$ cat config.mk
export PLATFORM = sky130hd
export DESIGN_NAME = adc_clock_timing_resolution_ctrl
export DESIGN_NICKNAME = d
export VERILOG_FILES = /design/src/adc_ctrl_pkg.sv /design/src/adc_clock_timing_resolution_ctrl.sv /design/src/conv_sequencer.sv
export VERILOG_INCLUDE_DIRS = /design/src
export SDC_FILE = /design/constraint.sdc
export NUM_CORES = 1
export LEC_CHECK = 0
export CELL_PAD_IN_SITES_DETAIL_PLACEMENT = 0
export CELL_PAD_IN_SITES_GLOBAL_PLACEMENT = 2
export CORE_UTILIZATION = 30
export DETAILED_ROUTE_END_ITERATION = 8
export DONT_BUFFER_PORTS = 1
export PLACE_DENSITY = 0.63
export SLEW_MARGIN = 20
export SYNTH_ARGS = -nofsm -noshare
export SYNTH_HDL_FRONTEND = slang
export SYNTH_SLANG_ARGS = --single-unit
export TNS_END_PERCENT = 20
$ cat constraint.sdc
create_clock -name core_clk -period 2.7 [get_ports core_clk]
set_input_delay 0.27 -clock core_clk [delete_from_list [all_inputs] [get_ports core_clk]]
set_output_delay 0.27 -clock core_clk [all_outputs]
set_load 0.005 [all_outputs]
$ cat src/adc_ctrl_regs.svh
// Purpose: register map, field positions and conversion counts of the converter control
// Assumes: AXI4-Lite byte addresses, one 32-bit word per register
// Notes: definitions only
//
// Overview of operation
// - converter clock-gate bit of peripheral gate register supplies converter clock when 1.
// - timer-unit clock-gate bit 0 supplies timer unit clock when 1.
// - local clock enable bit 0 of mode register also gates converter clock.
// - clock select 00/01/10/11 divides system clock by 8/4/2/1.
// - 10-bit conversion takes 23 clocks (9 sampling), or 17 (5) in low voltage.
// - 8-bit conversion takes 21 clocks (9 sampling), or 15 (3) in low voltage.
// - resolution select bit 0 picks 10-bit results at 0, 8-bit at 1.
`ifndef ADC_CTRL_REGS_SVH
`define ADC_CTRL_REGS_SVH

// ****************************************
// register offsets
// ****************************************
`define OFS_PERIPH_GATE 8'h00
`define OFS_MODE_PRIMARY 8'h04
`define OFS_RES_CFG 8'h08
`define OFS_STATUS 8'h0c

// ****************************************
// fields, masks, reset values
// ****************************************
`define BIT_TIMER_GATE 0
`define BIT_CONV_GATE 5
`define BIT_LOCAL_CLK_EN 0
`define BIT_LOW_VOLT 1
`define BIT_SEL_LO 3
`define BIT_SEL_HI 4
`define BIT_RUN_CTRL 7
`define BIT_RES_SEL 0
`define MASK_PERIPH_GATE 8'hf5
`define MASK_MODE_PRIMARY 8'h9b
`define MASK_RES_CFG 8'h01
`define RST_PERIPH_GATE 8'h00
`define RST_MODE_PRIMARY 8'h00
`define RST_RES_CFG 8'h00
`define RESP_OKAY 2'h0
`define RESP_SLVERR 2'h2

// ****************************************
// divider and conversion counts
// ****************************************
`define DIV8_LAST 3'h7
`define DIV4_LAST 3'h3
`define DIV2_LAST 3'h1
`define DIV1_LAST 3'h0
`define TOTAL_10_STD 5'h17
`define SAMP_10_STD 5'h09
`define TOTAL_10_LV 5'h11
`define SAMP_10_LV 5'h05
`define TOTAL_8_STD 5'h15
`define SAMP_8_STD 5'h09
`define TOTAL_8_LV 5'h0f
`define SAMP_8_LV 5'h03
`define PROHIB_LIMIT_HZ 10000000

`endif

$ cat src/adc_ctrl_pkg.sv
// Purpose: shared types of the converter control
// Assumes: nothing
// Notes: constants live in adc_ctrl_regs.svh
package adc_ctrl_pkg;
	typedef enum logic [1:0] {
		seq_idle,
		seq_sample,
		seq_convert
	} seq_state_type;
endpackage

$ cat src/adc_clock_timing_resolution_ctrl.sv
// Purpose: converter clock gating, conversion clock and resolution control, AXI4-Lite registers
// Assumes: single clock core_clk; AXI master keeps valid and payload steady until ready
// Notes: only byte lane 0 carries register data; upper bits read as zero
//
// Added by the designer: the AXI4-Lite interface to the registers and the placing of the registers.
`timescale 1ns/1ps
`include "adc_ctrl_regs.svh"
module adc_clock_timing_resolution_ctrl #(
	parameter int CLK_HZ = 25000000
) (
	input wire logic core_clk,
	input wire logic sys_rst,
	input wire logic [7:0] s_axi_awaddr,
	input wire logic [2:0] s_axi_awprot,
	input wire logic s_axi_awvalid,
	output logic s_axi_awready,
	input wire logic [31:0] s_axi_wdata,
	input wire logic [3:0] s_axi_wstrb,
	input wire logic s_axi_wvalid,
	output logic s_axi_wready,
	output logic [1:0] s_axi_bresp,
	output logic s_axi_bvalid,
	input wire logic s_axi_bready,
	input wire logic [7:0] s_axi_araddr,
	input wire logic [2:0] s_axi_arprot,
	input wire logic s_axi_arvalid,
	output logic s_axi_arready,
	output logic [31:0] s_axi_rdata,
	output logic [1:0] s_axi_rresp,
	output logic s_axi_rvalid,
	input wire logic s_axi_rready,
	output logic adc_clk_en,
	output logic timer_clk_en,
	output logic fad_tick,
	output logic sampling,
	output logic conv_busy,
	output logic conv_done,
	output logic resolution_8bit
);
	localparam logic FAST_CLK = (CLK_HZ >= `PROHIB_LIMIT_HZ);

	logic [7:0] peripheral_clock_gate;
	logic [7:0] converter_mode_primary;
	logic [7:0] converter_resolution_cfg;
	logic [7:0] wr_addr;
	logic [7:0] wr_data;
	logic wr_lane0;
	logic aw_full;
	logic w_full;
	logic wr_fire;
	logic wr_mapped;
	logic rd_mapped;
	logic sel_prohibited;
	logic [7:0] status_val;
	logic [7:0] rd_val;

	// ****************************************
	// AXI4-Lite write channel
	// ****************************************
	assign wr_fire = aw_full && w_full && !s_axi_bvalid;
	assign wr_mapped = (wr_addr == `OFS_PERIPH_GATE) || (wr_addr == `OFS_MODE_PRIMARY)
		|| (wr_addr == `OFS_RES_CFG) || (wr_addr == `OFS_STATUS);

	always_ff @(posedge core_clk or posedge sys_rst) begin
		if (sys_rst) begin
			s_axi_awready <= 1'b0;
			aw_full <= 1'b0;
			wr_addr <= 8'h00;
		end else if (s_axi_awvalid && s_axi_awready) begin
			s_axi_awready <= 1'b0;
			aw_full <= 1'b1;
			wr_addr <= {s_axi_awaddr[7:2], 2'b00};
		end else if (wr_fire)
			aw_full <= 1'b0;
		else if (!aw_full && !s_axi_bvalid)
			s_axi_awready <= 1'b1;
	end

	always_ff @(posedge core_clk or posedge sys_rst) begin
		if (sys_rst) begin
			s_axi_wready <= 1'b0;
			w_full <= 1'b0;
			wr_data <= 8'h00;
			wr_lane0 <= 1'b0;
		end else if (s_axi_wvalid && s_axi_wready) begin
			s_axi_wready <= 1'b0;
			w_full <= 1'b1;
			wr_data <= s_axi_wdata[7:0];
			wr_lane0 <= s_axi_wstrb[0];
		end else if (wr_fire)
			w_full <= 1'b0;
		else if (!w_full && !s_axi_bvalid)
			s_axi_wready <= 1'b1;
	end

	always_ff @(posedge core_clk or posedge sys_rst) begin
		if (sys_rst) begin
			s_axi_bvalid <= 1'b0;
			s_axi_bresp <= `RESP_OKAY;
		end else if (wr_fire) begin
			s_axi_bvalid <= 1'b1;
			s_axi_bresp <= wr_mapped ? `RESP_OKAY : `RESP_SLVERR;
		end else if (s_axi_bready)
			s_axi_bvalid <= 1'b0;
	end

	// ****************************************
	// configuration registers
	// ****************************************
	// status is read-only; a write there is accepted and dropped
	always_ff @(posedge core_clk or posedge sys_rst) begin
		if (sys_rst) begin
			peripheral_clock_gate <= `RST_PERIPH_GATE;
			converter_mode_primary <= `RST_MODE_PRIMARY;
			converter_resolution_cfg <= `RST_RES_CFG;
		end else if (wr_fire && wr_lane0) begin
			if (wr_addr == `OFS_PERIPH_GATE)
				peripheral_clock_gate <= wr_data & `MASK_PERIPH_GATE;
			if (wr_addr == `OFS_MODE_PRIMARY)
				converter_mode_primary <= wr_data & `MASK_MODE_PRIMARY;
			if (wr_addr == `OFS_RES_CFG)
				converter_resolution_cfg <= wr_data & `MASK_RES_CFG;
		end
	end

	// ****************************************
	// clock gates and mode outputs
	// ****************************************
	// both gate bits must be set; either alone holds the sequencer in idle
	always_ff @(posedge core_clk or posedge sys_rst) begin
		if (sys_rst)
			adc_clk_en <= 1'b0;
		else
			adc_clk_en <= peripheral_clock_gate[`BIT_CONV_GATE]
				&& converter_mode_primary[`BIT_LOCAL_CLK_EN];
	end

	always_ff @(posedge core_clk or posedge sys_rst) begin
		if (sys_rst)
			timer_clk_en <= 1'b0;
		else
			timer_clk_en <= peripheral_clock_gate[`BIT_TIMER_GATE];
	end

	always_ff @(posedge core_clk or posedge sys_rst) begin
		if (sys_rst)
			resolution_8bit <= 1'b0;
		else
			resolution_8bit <= converter_resolution_cfg[`BIT_RES_SEL];
	end

	// flags a divider choice software must not use at this system clock
	always_ff @(posedge core_clk or posedge sys_rst) begin
		if (sys_rst)
			sel_prohibited <= 1'b0;
		else
			sel_prohibited <= FAST_CLK
				? (converter_mode_primary[`BIT_SEL_HI:`BIT_SEL_LO] == 2'b11)
				: (converter_mode_primary[`BIT_SEL_HI:`BIT_SEL_LO] == 2'b00);
	end

	conv_sequencer u_seq (
		.core_clk(core_clk),
		.sys_rst(sys_rst),
		.run(converter_mode_primary[`BIT_RUN_CTRL]),
		.clk_on(adc_clk_en),
		.div_sel(converter_mode_primary[`BIT_SEL_HI:`BIT_SEL_LO]),
		.lv_sel(converter_mode_primary[`BIT_LOW_VOLT]),
		.res_8bit(converter_resolution_cfg[`BIT_RES_SEL]),
		.fad_tick(fad_tick),
		.sampling(sampling),
		.busy(conv_busy),
		.conv_done(conv_done)
	);

	// ****************************************
	// AXI4-Lite read channel
	// ****************************************
	assign status_val = {4'h0, sel_prohibited, adc_clk_en, sampling, conv_busy};
	assign rd_mapped = (s_axi_araddr[7:2] == `OFS_PERIPH_GATE >> 2)
		|| (s_axi_araddr[7:2] == `OFS_MODE_PRIMARY >> 2)
		|| (s_axi_araddr[7:2] == `OFS_RES_CFG >> 2)
		|| (s_axi_araddr[7:2] == `OFS_STATUS >> 2);

	always_comb begin
		unique case ({s_axi_araddr[7:2], 2'b00})
			`OFS_PERIPH_GATE: rd_val = peripheral_clock_gate;
			`OFS_MODE_PRIMARY: rd_val = converter_mode_primary;
			`OFS_RES_CFG: rd_val = converter_resolution_cfg;
			`OFS_STATUS: rd_val = status_val;
			default: rd_val = 8'h00;
		endcase
	end

	always_ff @(posedge core_clk or posedge sys_rst) begin
		if (sys_rst) begin
			s_axi_arready <= 1'b0;
			s_axi_rvalid <= 1'b0;
			s_axi_rdata <= 32'h00000000;
			s_axi_rresp <= `RESP_OKAY;
		end else if (s_axi_arvalid && s_axi_arready) begin
			s_axi_arready <= 1'b0;
			s_axi_rvalid <= 1'b1;
			s_axi_rdata <= {24'h000000, rd_val};
			s_axi_rresp <= rd_mapped ? `RESP_OKAY : `RESP_SLVERR;
		end else if (s_axi_rvalid && s_axi_rready)
			s_axi_rvalid <= 1'b0;
		else if (!s_axi_rvalid)
			s_axi_arready <= 1'b1;
	end
endmodule // adc_clock_timing_resolution_ctrl

$ cat src/conv_sequencer.sv
// Purpose: conversion clock divider and sampling/conversion sequence
// Assumes: settings stay put while idle; they are frozen for a running conversion
// Notes: all outputs registered, one cycle after the internal event
`timescale 1ns/1ps
`include "adc_ctrl_regs.svh"
module conv_sequencer (
	input wire logic core_clk,
	input wire logic sys_rst,
	input wire logic run,
	input wire logic clk_on,
	input wire logic [1:0] div_sel,
	input wire logic lv_sel,
	input wire logic res_8bit,
	output logic fad_tick,
	output logic sampling,
	output logic busy,
	output logic conv_done
);
	adc_ctrl_pkg::seq_state_type state;
	logic [1:0] div_l;
	logic lv_l;
	logic res_l;
	logic [2:0] div_cnt;
	logic [2:0] div_last;
	logic [4:0] phase_left;
	logic [4:0] tick_seen;
	logic tick_now;
	logic last_tick;

	function automatic logic [4:0] samp_of(input logic res, input logic lv);
		if (res)
			return lv ? `SAMP_8_LV : `SAMP_8_STD;
		return lv ? `SAMP_10_LV : `SAMP_10_STD;
	endfunction

	function automatic logic [4:0] total_of(input logic res, input logic lv);
		if (res)
			return lv ? `TOTAL_8_LV : `TOTAL_8_STD;
		return lv ? `TOTAL_10_LV : `TOTAL_10_STD;
	endfunction

	// ****************************************
	// conversion clock divider
	// ****************************************
	always_comb begin
		unique case (div_l)
			2'b00: div_last = `DIV8_LAST;
			2'b01: div_last = `DIV4_LAST;
			2'b10: div_last = `DIV2_LAST;
			2'b11: div_last = `DIV1_LAST;
		endcase
	end

	assign tick_now = clk_on && (state != adc_ctrl_pkg::seq_idle) && (div_cnt == div_last);
	assign last_tick = tick_now && (phase_left == 5'h00);

	always_ff @(posedge core_clk or posedge sys_rst) begin
		if (sys_rst)
			div_cnt <= 3'h0;
		else if (state == adc_ctrl_pkg::seq_idle || tick_now)
			div_cnt <= 3'h0;
		else
			div_cnt <= div_cnt + 3'h1;
	end

	// settings frozen per conversion so a mid-conversion write cannot skew the count
	always_ff @(posedge core_clk or posedge sys_rst) begin
		if (sys_rst) begin
			div_l <= 2'b00;
			lv_l <= 1'b0;
			res_l <= 1'b0;
		end else if (state == adc_ctrl_pkg::seq_idle) begin
			div_l <= div_sel;
			lv_l <= lv_sel;
			res_l <= res_8bit;
		end
	end

	// ****************************************
	// sampling and conversion phases
	// ****************************************
	always_ff @(posedge core_clk or posedge sys_rst) begin
		if (sys_rst)
			state <= adc_ctrl_pkg::seq_idle;
		else if (!clk_on)
			state <= adc_ctrl_pkg::seq_idle;
		else begin
			unique case (state)
				adc_ctrl_pkg::seq_idle: if (run) state <= adc_ctrl_pkg::seq_sample;
				adc_ctrl_pkg::seq_sample: if (last_tick) state <= adc_ctrl_pkg::seq_convert;
				adc_ctrl_pkg::seq_convert: if (last_tick) state <= adc_ctrl_pkg::seq_idle;
			endcase
		end
	end

	always_ff @(posedge core_clk or posedge sys_rst) begin
		if (sys_rst)
			phase_left <= 5'h00;
		else if (state == adc_ctrl_pkg::seq_idle)
			phase_left <= samp_of(res_8bit, lv_sel) - 5'h01;
		else if (last_tick)
			phase_left <= total_of(res_l, lv_l) - samp_of(res_l, lv_l) - 5'h01;
		else if (tick_now)
			phase_left <= phase_left - 5'h01;
	end

	always_ff @(posedge core_clk or posedge sys_rst) begin
		if (sys_rst) begin
			fad_tick <= 1'b0;
			sampling <= 1'b0;
			busy <= 1'b0;
			conv_done <= 1'b0;
		end else begin
			fad_tick <= tick_now;
			sampling <= clk_on && state == adc_ctrl_pkg::seq_sample;
			busy <= clk_on && state != adc_ctrl_pkg::seq_idle;
			conv_done <= last_tick && state == adc_ctrl_pkg::seq_convert;
		end
	end

	// ****************************************
	// checks
	// ****************************************
	always_ff @(posedge core_clk or posedge sys_rst) begin
		if (sys_rst)
			tick_seen <= 5'h00;
		else if (state == adc_ctrl_pkg::seq_idle)
			tick_seen <= 5'h00;
		else if (tick_now)
			tick_seen <= tick_seen + 5'h01;
	end
endmodule // conv_sequencer

==> metrics.md, run 1 <==
| Metric | Value |
|---|---|
| Die Y-Extent | 102 µm |
| Commonest cells after routing, fill and taps aside | dfrtp_1 (66), mux2_2 (31), conb_1 (26) |
| Antenna cell count | 0 |
| Critical Path RT | 2920 ps |
| F_max | between 0.4 and 0.5 GHz |
| EDFF count, synth | 0 |
| Clk_skew | about 12 ps |
| Syn-to-layout area delta | 11.1% |
| DRT antenna net count | 0 |
| First-pass DRT Iterations | 4 |
| Commonest non-fill, non-tap cell in the layout | dfrtp_1 |
| Met2 wire len | between 2 and 3 mm |
| Wire per inst | around 14 µm |
| Cell area after synthesis | roughly 3000 µm² |
| Period minus WS final | about 2000 ps |
| Status | complete, no violations |
| Final TNS setup | 0 ps |
| Register bit total from synthesis | between 60 and 70 |
| Hold WC Path Type | input pin to flop |
| Number of antenna violations at the first check in global routing | 0 |
| Unrepaired setup endpoints after global routing | false |
| Die ar. | 10400 µm² |
| Deepest clock path buffer count | 2 |
| Post-synthesis compound-gate area fraction | 7.88% |
| Synth top area cells | dfrtp_1 (55%), mux2_2 (12%), buf_4 (6.5%) |
| Starting Density | a little under a third |
| Post-CTS resize count | 0 |
| Final Cycle Share | between 70% and 80% |
| R2R cell count | 5 |
| Critical R2R Capture | converter_mode_primary[4]$_DFFE_PP0P_ |
| Max Used Layer | met4 |
| Core ar. | about 10000 µm² |
| Number of I/O pins | roughly 110 |
| Simple-Gate Fraction of Synth Area | between 10% and 20% |
| Share of layout cells above drive strength 1 | 21.8% |
| WP data arrival | ~2200 ps |
| Pwr/cell area | roughly 880 nW/µm² |
| Initial DRC Count | 19 |
| R2r startpoint | wr_addr[7]$_DFFE_PP0P_ |
| Synth Instances | 249 |
| Leak | roughly 1.5 nW |
| Crit-path slowest cell | or4_1 |
| WP buf/inv | 0 |
| Clk Latency, worst-skew pair | ~340 ps |
| Setup CP Type | flop to flop |
| Post-synth ARST share | 100% |
| Metal-1 WL | roughly 2.5 mm |
| Drt via density | 4.44 |
| Post-CTS setup buffer count | 0 |
| Gr usage total | around an eighth |
| WP depth | 5 |
| Port buffer count | 0 |
| Fin worst setup slack | between 600 and 700 ps |
| Max cap viols | 0 |
| CTS clk-pin slew, worst paths | roughly 70 ps |
| CTS Hold Bufs | 1 |
| Critical path, cell by cell | or4_1, nor2_2, nand2_2, nor3b_4, mux2_2 |
| CTS buffer count | 9 |
| First-pass GRT wire length | around 9.0 mm |
| Critical Path End | converter_mode_primary[4]$_DFFE_PP0P_ |
| HPWL Detailed | roughly 3.9 mm |
| XOR/XNOR Fraction of Synth Area | less than 1% |
| Final setup vio count | 0 |
| Routed wl met3 | 361 µm |
| Post-synth top area share | 55.3% |
| Routed wire length | between 5 and 6 mm |
| Worst Setup SP | wr_addr[7]$_DFFE_PP0P_ |
| Slowest stage delay, CP | between 500 and 600 ps |
| Vias | approximately 1.8k |
| YS warnings | 0 |
| Slew margin rel. | a little under three fifths |
| Largest net degree at the start of global routing | 38 |
| Place WS | roughly 700 ps |
| Slew Limit Fails | 0 |
| Critical Path Start Type | flop |
| Adder-cell area share of the yosys netlist | under 10% |
| Reg2Reg Setup Slack | 690 ps |
| Dominant cell type by area after synthesis | dfrtp_1 |
| Post-synthesis cell type count | 46 |
| Largest family of logic cells by synthesized area | multiplexers |
| Clock sinks | 66 |
| CP Capture Type | flop |
| Hold Vio Cnt, Final | 0 |
| Slew @ Worst Pin | around 650 ps |
| Post-synthesis sequential area ratio | a little under three fifths |
| # rows | 36 |
| Max IR drop VDD | approximately 0.4 mV |
| Ys flop type | dfrtp_1 |
| Die Wd | about 100 µm |
| Worst Path Max Fanout | 5 |
| DR DRC count | 0 |
| Min Hold Slack | around 21 ps |
| CP delay by family, top | simple AND/OR/NAND/NOR gates |
| Final nets | roughly 330 |
| Root Driver | clkbuf_8 |
| GPL Wtd Cong | 0.693 |
| Mapped Avg Cell Area | around 12 µm² |
| H-tree depth | 3 |
| CTS tree | yes |
| Post-synthesis mux area share | 14.5% |
| Grt ovf | 0 |
| Vias in the first global route | 1732 |
[area by class of cell]
| cell class | instances | area [µm²] |
|---|---|---|
| Clock buffer | 9 | 124 |
| Multi-Input combinational cell | 167 | 1180 |
| Sequential cell | 66 | 1650 |
| Timing Repair Buffer | 6 | 65.1 |
| Fill cell | 1008 | 6410 |
| Tap cell | 133 | 166 |
| Inverter | 11 | 41.3 |
| Clock inverter | 7 | 93.8 |
[cell families (layout without fill, tap and decap cells)]
family | after synthesis | count (layout)
flops | 66 | 66
mux | 38 | 38
other cells | 1 | 26
compound gates | 36 | 36
fa+ha+maj | 5 | 5
simple gates | 60 | 60
buf+inv | 41 | 33
xor+xnor | 2 | 2
[Yosys cell counts (2+ instances only)]
library cell and n:
nor2_1 10, mux2_2 31, buf_4 26, clkbuf_1 3, o21a_1 3, o21ai_0 14
nand3_1 3, nor2b_1 4, o211a_1 2, nand2b_1 3, a22o_1 2, nand4_1 2
dfrtp_1 66, inv_1 11, and2_1 3, a21oi_1 6, nand2_1 18, nor3_1 2
nor3b_1 3, ha_1 5, mux2i_1 6, a31oi_1 2
[metal layers]
metal | GRT usage, % | vias up
met4 | 4.01 | 0
li1 | - | 839
met3 | 5.52 | 6
met2 | 19.0 | 55
met5 | 0 | -
met1 | 14.1 | 872
[worst min path at each step]
stage | startpoint | endpoint | cells past startpoint
5_1_grt | s_axi_bready | s_axi_bvalid$_DFFE_PP0P_ | 1
2_1_floorplan | peripheral_clock_gate[0]$_DFFE_PP0P_ | timer_clk_en$_DFF_PP0_ | 0
6_report | s_axi_bready | s_axi_bvalid$_DFFE_PP0P_ | 1
4_1_cts | s_axi_rready | s_axi_rvalid$_DFFE_PP0P_ | 1
3_5_place_dp | sys_rst | s_axi_bvalid$_DFFE_PP0P_ | 1
3_3_place_gp | sys_rst | s_axi_bvalid$_DFFE_PP0P_ | 1
[where the power goes]
group          switching [mW]  internal, mW  total (mW)  leakage [nW]
logic                   0.202         0.287       0.489         0.570
registers               0.249          1.27        1.52         0.856
clock network           0.384         0.518       0.901         0.105
[flip-flops by register name (all words and copies together), names as in the netlist, 2 cells and up]
signal / count
wr_data: 8
converter_mode_primary: 5
u_seq.div_cnt: 3
wr_addr: 6
peripheral_clock_gate: 6
s_axi_rdata: 8
u_seq.phase_left: 5
u_seq.state: 2
u_seq.div_l: 2
[metrics by stage]
step | std cells | power (mW) | util [%] | cell area (µm²)
3_5_place_dp | 380 | 2.04 | 31.6 | 3070
2_1_floorplan | 274 | 1.90 | - | 3080
3_3_place_gp | 380 | 2.02 | 31.6 | 3070
6_report | 399 | 2.91 | 34.1 | 3320
5_1_grt | 399 | 3.10 | 34.1 | 3320
4_1_cts | 397 | 2.95 | 33.9 | 3300
(Power assumes the default switching activity.)
==> run 2: changes to the inputs <==
clock period = 2 ns   (was 2.7 ns; I/O delays follow)
==> run 2 against run 1 <==
  * Sequential power grew 34%
  * Worst hold slack gained 44 ps
  * Sequential share of layout area shrank 3.0 points
  * Cell count grew 6.0%
  * Setup slack lost 620 ps
  * Global-route usage grew 0.080 points
  * Critical endpoint is now converter_mode_primary[7]$_DFFE_PP0P_
  * Largest cell class unchanged
  * Largest power group unchanged
  * Highest routed layer unchanged
==> metrics.md, run 2 (same netlist as run 1, synthesis figures left out) <==
| Metric | Value |
|---|---|
| Die ar. | 10400 µm² (unchanged) |
| Worst Path Max Fanout | 5 (unchanged) |
| Vias in the first global route | 1829 (+5.6%) |
| Design area | 3530 µm² (+6.3%) |
| First-pass DRT Iterations | 4 (unchanged) |
| DRT antenna net count | 0 (unchanged) |
| Initial DRC Count | 36 (+17) |
| Slowest stage delay, CP | 540 ps (about the same) |
| Critical path, cell by cell | or4_1, nor2_2, nand2_2, nor3b_4, buf_6, mux2_2 |
| F_max | 0.520 GHz (+4.4%) |
| Die Y-Extent | 102 µm (unchanged) |
| CTS tree | yes |
| Reg2Reg Setup Slack | 80 ps (-620 ps) |
| GPL Wtd Cong | 0.741 (+7.0%) |
| Register area | 1650 µm² (unchanged) |
| Clk Latency, worst-skew pair | 330 ps (about the same) |
| Slew @ Worst Pin | 501 ps (-153 ps) |
| Unrepaired setup endpoints after global routing | true |
| Final setup vio count | 0 (unchanged) |
| Routed wire length | 5.57 mm (+1.2%) |
| Largest net degree at the start of global routing | 46 (+21%) |
| Starting Density | 30.7% (unchanged) |
| Leak | 1.63 nW (+6.2%) |
| Commonest non-fill, non-tap cell in the layout | dfrtp_1 |
| Crit-path slowest cell | or4_1 |
| Pwr/cell area | 1080 nW/µm² (+23%) |
| Setup CP Type | flop to flop |
| Root Driver | clkbuf_8 |
| Vias | 1857 (+4.8%) |
| First-pass GRT wire length | 9.21 mm (+2.5%) |
| Slew margin rel. | 66.6% (+10 points) |
| Area of the multi-input gates | 1180 µm² (unchanged) |
| Port buffer count | 0 (unchanged) |
| Hold WC Path Type | input pin to flop |
| Share of layout cells above drive strength 1 | 22.4% (+0.61 points) |
| Critical Path RT | 2220 ps (-700 ps) |
| CTS buffer count | 9 (unchanged) |
| Critical Path Start Type | flop |
| Wire per inst | 13.2 µm (-4.6%) |
| Placed cell area | 3130 µm² (+1.9%) |
| Filler cell count | 1001 (-0.69%) |
| Final nets | 355 (+7.3%) |
| Hold Vio Cnt, Final | 0 (unchanged) |
| Status | complete, no violations |
| Max IR drop VDD | 0.449 mV (+14%) |
| CP delay by family, top | simple AND/OR/NAND/NOR gates |
| Final Cycle Share | 96.1% (+22 points) |
| Fin cells | 423 (+6.0%) |
| WP data arrival | 2140 ps (-80 ps) |
| Gr usage total | 12.0% (+0.080 points) |
| Commonest cells after routing, fill and taps aside | dfrtp_1 (66), mux2_2 (31), conb_1 (26) |
| H-tree depth | 3 (unchanged) |
| CTS clk-pin slew, worst paths | 80 ps (about the same) |
| Syn-to-layout area delta | 18.2% |
| Placed cell count | 386 (+1.6%) |
| CP Capture Type | flop |
| Regs by FF count | s_axi_rdata: 8 flops, wr_data: 8 flops |
| Deepest clock path buffer count | 2 (unchanged) |
| Period minus WS final | 1920 ps (-84.4 ps) |
| # rows | 36 (unchanged) |
| Number of antenna violations at the first check in global routing | 0 (unchanged) |
| WP buf/inv | 1 (+1) |
| Slew Limit Fails | 0 (unchanged) |
| Drt via density | 4.39 (-1.1%) |
| Core ar. | 9730 µm² (unchanged) |
| DR DRC count | 0 (unchanged) |
| Die Wd | 102 µm (unchanged) |
| Max cap viols | 0 (unchanged) |
| Clock sinks | 66 (unchanged) |
| Antenna cell count | 0 (unchanged) |
| Grt ovf | 0 (unchanged) |
| Clk_skew | 8.39 ps (-3.29 ps) |
| Number of I/O pins | 113 (unchanged) |
| HPWL Detailed | 3.91 mm (+0.28%) |
## run 2: cell types whose count changed in the layout (fill, tap and decap cells not counted), moves of 2 or more
| cell | change |
|---|---|
| clkinv_2 | -2 |
| dlygate4sd3_1 | +16 |
| clkbuf_8 | +3 |
| bufinv_16 | -2 |
| buf_4 | +6 |
## run 2: final cells by class
type                            instances  area share [%]
Sequential cell                        66            46.8
Multi-Input combinational cell        167            33.4
Tap cell                              133            4.71
Timing Repair Buffer                   30            8.54
Clock buffer                           13            4.79
Inverter                               11            1.17
Clock inverter                          3           0.638
## run 2: routing by layer
layer	part of all wire (%)	up-vias	wire length, µm	GRT usage, %
li1	-	885	-	-
met1	48	905	2650	15.5
met2	46	57	2560	18.3
met3	4.8	10	265	3.04
met4	1.6	0	91	6.35
met5	0	-	0	0
## run 2: worst register-to-register path, delay by kind of cell (launching register included)
kind                   cells  cell delay [ps]
multiplexers               1              330
AND/OR/NAND/NOR            4              960
flip-flops                 1              380
buffers and inverters      1              140
## run 2: metrics by stage
step | util [%] | setup slack (ps) | power (mW) | setup TNS, ps | hold slack (ps)
after CTS | 36.1 | 12.3 | 3.87 | 0 | 0.825
after floorplan | - | 100 | 2.56 | 0 | 296
after detailed placement | 32.2 | -48.5 | 2.76 | -234 | 143
final | 36.3 | 77.7 | 3.80 | 0 | 64.5
after global placement | 32.2 | -46.8 | 2.73 | -224 | 141
after global routing | 36.3 | -5.16 | 4.07 | -5.16 | 53.4
## run 2: timing repair
action	in CTS	in global routing
hold buffers	18	1
resized for setup	0	1
setup buffers	1	1
pin swaps	1	1
endpoints found under the setup margin	5	7
hold endpoints to repair	38	1
cloned	0	0
## run 2: path summary, 6_finish.rpt
kind                                                       from                                     to  cells after the start
max                                      wr_addr[7]$_DFFE_PP0P_  converter_mode_primary[7]$_DFFE_PP0P_                      6
min                                               s_axi_arvalid             s_axi_rresp[1]$_DFFE_PP0P_                      2
max reg2reg                              wr_addr[7]$_DFFE_PP0P_  converter_mode_primary[7]$_DFFE_PP0P_                      6
min reg2reg                peripheral_clock_gate[0]$_DFFE_PP0P_                 timer_clk_en$_DFF_PP0_                      0
max in group asynchronous                               sys_rst                 u_seq.lv_l$_DFFE_PP0P_                      3
min in group asynchronous                               sys_rst               s_axi_bvalid$_DFFE_PP0P_                      2
## run 2: power by group
part           internal [mW]  switching [mW]
Sequential              1.71           0.333
Clock                  0.552           0.506
Combinational          0.414           0.281
Total                   2.68            1.12
==> run 3: changes to the inputs <==
BUFFER_PORTS_ARGS = -buffer_cell sky130_fd_sc_hd__buf_2   (was not set)
DONT_BUFFER_PORTS = not set   (was 1)
PLACE_DENSITY = 0.79   (was 0.63)
==> run 3 against run 2 <==
  * Die area unchanged
  * Utilization is 1.3 points higher
  * First-iteration DRC count did not move
  * Clock power is 8% higher
  * Combinational power rose by 17%
==> metrics.md, run 3 (same netlist as run 1, synthesis figures left out) <==
| Metric | Value |
|---|---|
| Status | complete, no violations |
| CTS tree | yes |
| Filler cell count | 989 (-1.2%) |
| GPL Wtd Cong | 0.704 (-5.0%) |
| CTS clk-pin slew, worst paths | 80 ps (about the same) |
| Fin worst setup slack | 33.6 ps (-44.1 ps) |
| Wire per inst | 12.3 µm (-6.3%) |
| Commonest non-fill, non-tap cell in the layout | dfrtp_1 |
| Routed wire length | 5.63 mm (+1.2%) |
| Root Driver | clkbuf_8 |
| Deepest clock path buffer count | 2 (unchanged) |
| Die Y-Extent | 102 µm (unchanged) |
| Initial DRC Count | 36 (unchanged) |
| Commonest cells after routing, fill and taps aside | dfrtp_1 (66), buf_2 (49), mux2_2 (29) |
| Max IR drop VDD | 0.535 mV (+19%) |
| Crit-path slowest cell | or4_4 |
| Regs by FF count | s_axi_rdata: 8 flops, wr_data: 8 flops |
| Hold Vio Cnt, Final | 0 (unchanged) |
| Final setup vio count | 0 (unchanged) |
| HPWL Detailed | 4.06 mm (+3.8%) |
| Number of I/O pins | 113 (unchanged) |
| First-pass DRT Iterations | 4 (unchanged) |
| Clk_skew | 11.3 ps (+2.88 ps) |
| Slew margin rel. | 63.0% (-3.5 points) |
| Max cap viols | 0 (unchanged) |
| First-pass GRT wire length | 9.44 mm (+2.5%) |
| Antenna cell count | 0 (unchanged) |
| Largest net degree at the start of global routing | 35 (-24%) |
| Slowest stage delay, CP | 550 ps (about the same) |
| Final Cycle Share | 98.3% (+2.2 points) |
| Place WS | -38.3 ps (+10.2 ps) |
| Min Hold Slack | 28.0 ps (-36.5 ps) |
| Fin cells | 457 (+8.0%) |
| Share of layout cells above drive strength 1 | 36.4% (+14 points) |
| Syn-to-layout area delta | 22.3% |
| Vias | 1979 (+6.6%) |
| Die Wd | 102 µm (unchanged) |
| Critical path, cell by cell | or4_4, nor2_4, nand2_4, nor3b_4, buf_6, mux2_2 |
| Slew Limit Fails | 0 (unchanged) |
| Clock sinks | 66 (unchanged) |
| DR DRC count | 0 (unchanged) |
| F_max | 0.509 GHz (-2.2%) |
| H-tree depth | 3 (unchanged) |
| # rows | 36 (unchanged) |
| Critical Path RT | 2220 ps (about the same) |
| WP data arrival | 2180 ps (+40 ps) |
| Pwr/cell area | 1090 nW/µm² (+1.5%) |
| Number of antenna violations at the first check in global routing | 0 (unchanged) |
| Critical Path Start Type | flop |
| Slew @ Worst Pin | 554 ps (+52.9 ps) |
| Leak | 1.80 nW (+11%) |
| Core ar. | 9730 µm² (unchanged) |
| Vias in the first global route | 1937 (+5.9%) |
| DRT antenna net count | 0 (unchanged) |
| Placed cell count | 435 (+13%) |
| Hold WC Path Type | input pin to flop |
| Die ar. | 10400 µm² (unchanged) |
| Final nets | 389 (+9.6%) |
| Grt ovf | 0 (unchanged) |
| Worst Path Max Fanout | 5 (unchanged) |
| CTS buffer count | 9 (unchanged) |
| Starting Density | 30.7% (unchanged) |
| CP Capture Type | flop |
| Port buffer count | 49 (+49) |
| Setup CP Type | flop to flop |
| Period minus WS final | 1970 ps (+44.1 ps) |
| Drt via density | 4.33 (-1.4%) |
| Clk Latency, worst-skew pair | 340 ps (about the same) |
| Gr usage total | 12.0% (+0.056 points) |
[run 3: changes by cell type in the layout (fill, tap and decap cells not counted), sizes merged]
cell / change
bufinv: +1
clkinv: +1
buf: +52
clkinvlp: -1
clkbuf: -1
dlygate4sd3: -18
[run 3: layout make-up]
cell class,instances,area [µm²],area share (%)
multi-input cells,167,1200,32.8
clock inverters,4,50.0,1.37
repair buffers,64,389,10.7
clock buffers,12,155,4.25
well taps,133,166,4.56
flip-flops and latches,66,1650,45.2
inverters,11,41.3,1.13
[run 3: critical path, delay by kind of cell (launching register included)]
kind,cells,cell delay (ps)
simple gates,4,1000
flops,1,390
mux,1,330
buf+inv,1,150
[run 3: where the power goes]
| group | total (mW) | internal [mW] | switching [mW] |
|---|---|---|---|
| Sequential | 2.03 | 1.71 | 0.320 |
| Clock | 1.14 | 0.642 | 0.500 |
| Combinational | 0.815 | 0.482 | 0.333 |
| Total | 3.99 | 2.83 | 1.15 |
[run 3: final timing paths]
path                                                 startpoint                                    end  slack [ps]  depth (start not counted)
max in group asynchronous                               sys_rst  converter_mode_primary[1]$_DFFE_PP0P_         960                          4
hold / removal                                     s_axi_bready               s_axi_bvalid$_DFFE_PP0P_          30                          2
setup / recovery                         wr_addr[7]$_DFFE_PP0P_  converter_mode_primary[0]$_DFFE_PP0P_          30                          6
setup reg to reg                         wr_addr[7]$_DFFE_PP0P_  converter_mode_primary[0]$_DFFE_PP0P_          30                          6
min in group asynchronous                               sys_rst               s_axi_rvalid$_DFFE_PP0P_         460                          3
hold reg to reg            peripheral_clock_gate[0]$_DFFE_PP0P_                 timer_clk_en$_DFF_PP0_         410                          0
[run 3: layer usage]
| layer | GRT usage (%) | part of all wire [%] | vias to the layer above |
|---|---|---|---|
| li1 | - | - | 950 |
| met3 | 3.52 | 5.4 | 10 |
| met4 | 5.91 | 1.9 | 0 |
| met5 | 0 | 0 | - |
| met1 | 14.4 | 45 | 957 |
| met2 | 19.8 | 48 | 62 |
[run 3: through the flow]
stage	util (%)	total power [mW]	cell area, µm²	setup TNS (ps)
2_1_floorplan	-	2.56	3080	0
3_3_place_gp	34.6	2.81	3360	-7.18
3_5_place_dp	34.6	2.84	3360	-222
4_1_cts	36.8	4.01	3580	-52.9
5_1_grt	37.5	4.25	3650	-34.0
6_report	37.5	3.99	3650	0
[run 3: repair_timing]
| item | CTS | global route |
|---|---|---|
| setup endpoints to repair | 11 | 12 |
| hold buffers | 1 | 0 |
| setup buffers | 1 | 4 |
| pin swaps | 3 | 4 |
| gates resized for setup | 0 | 6 |
| hold endpoints to repair | 23 | 0 |
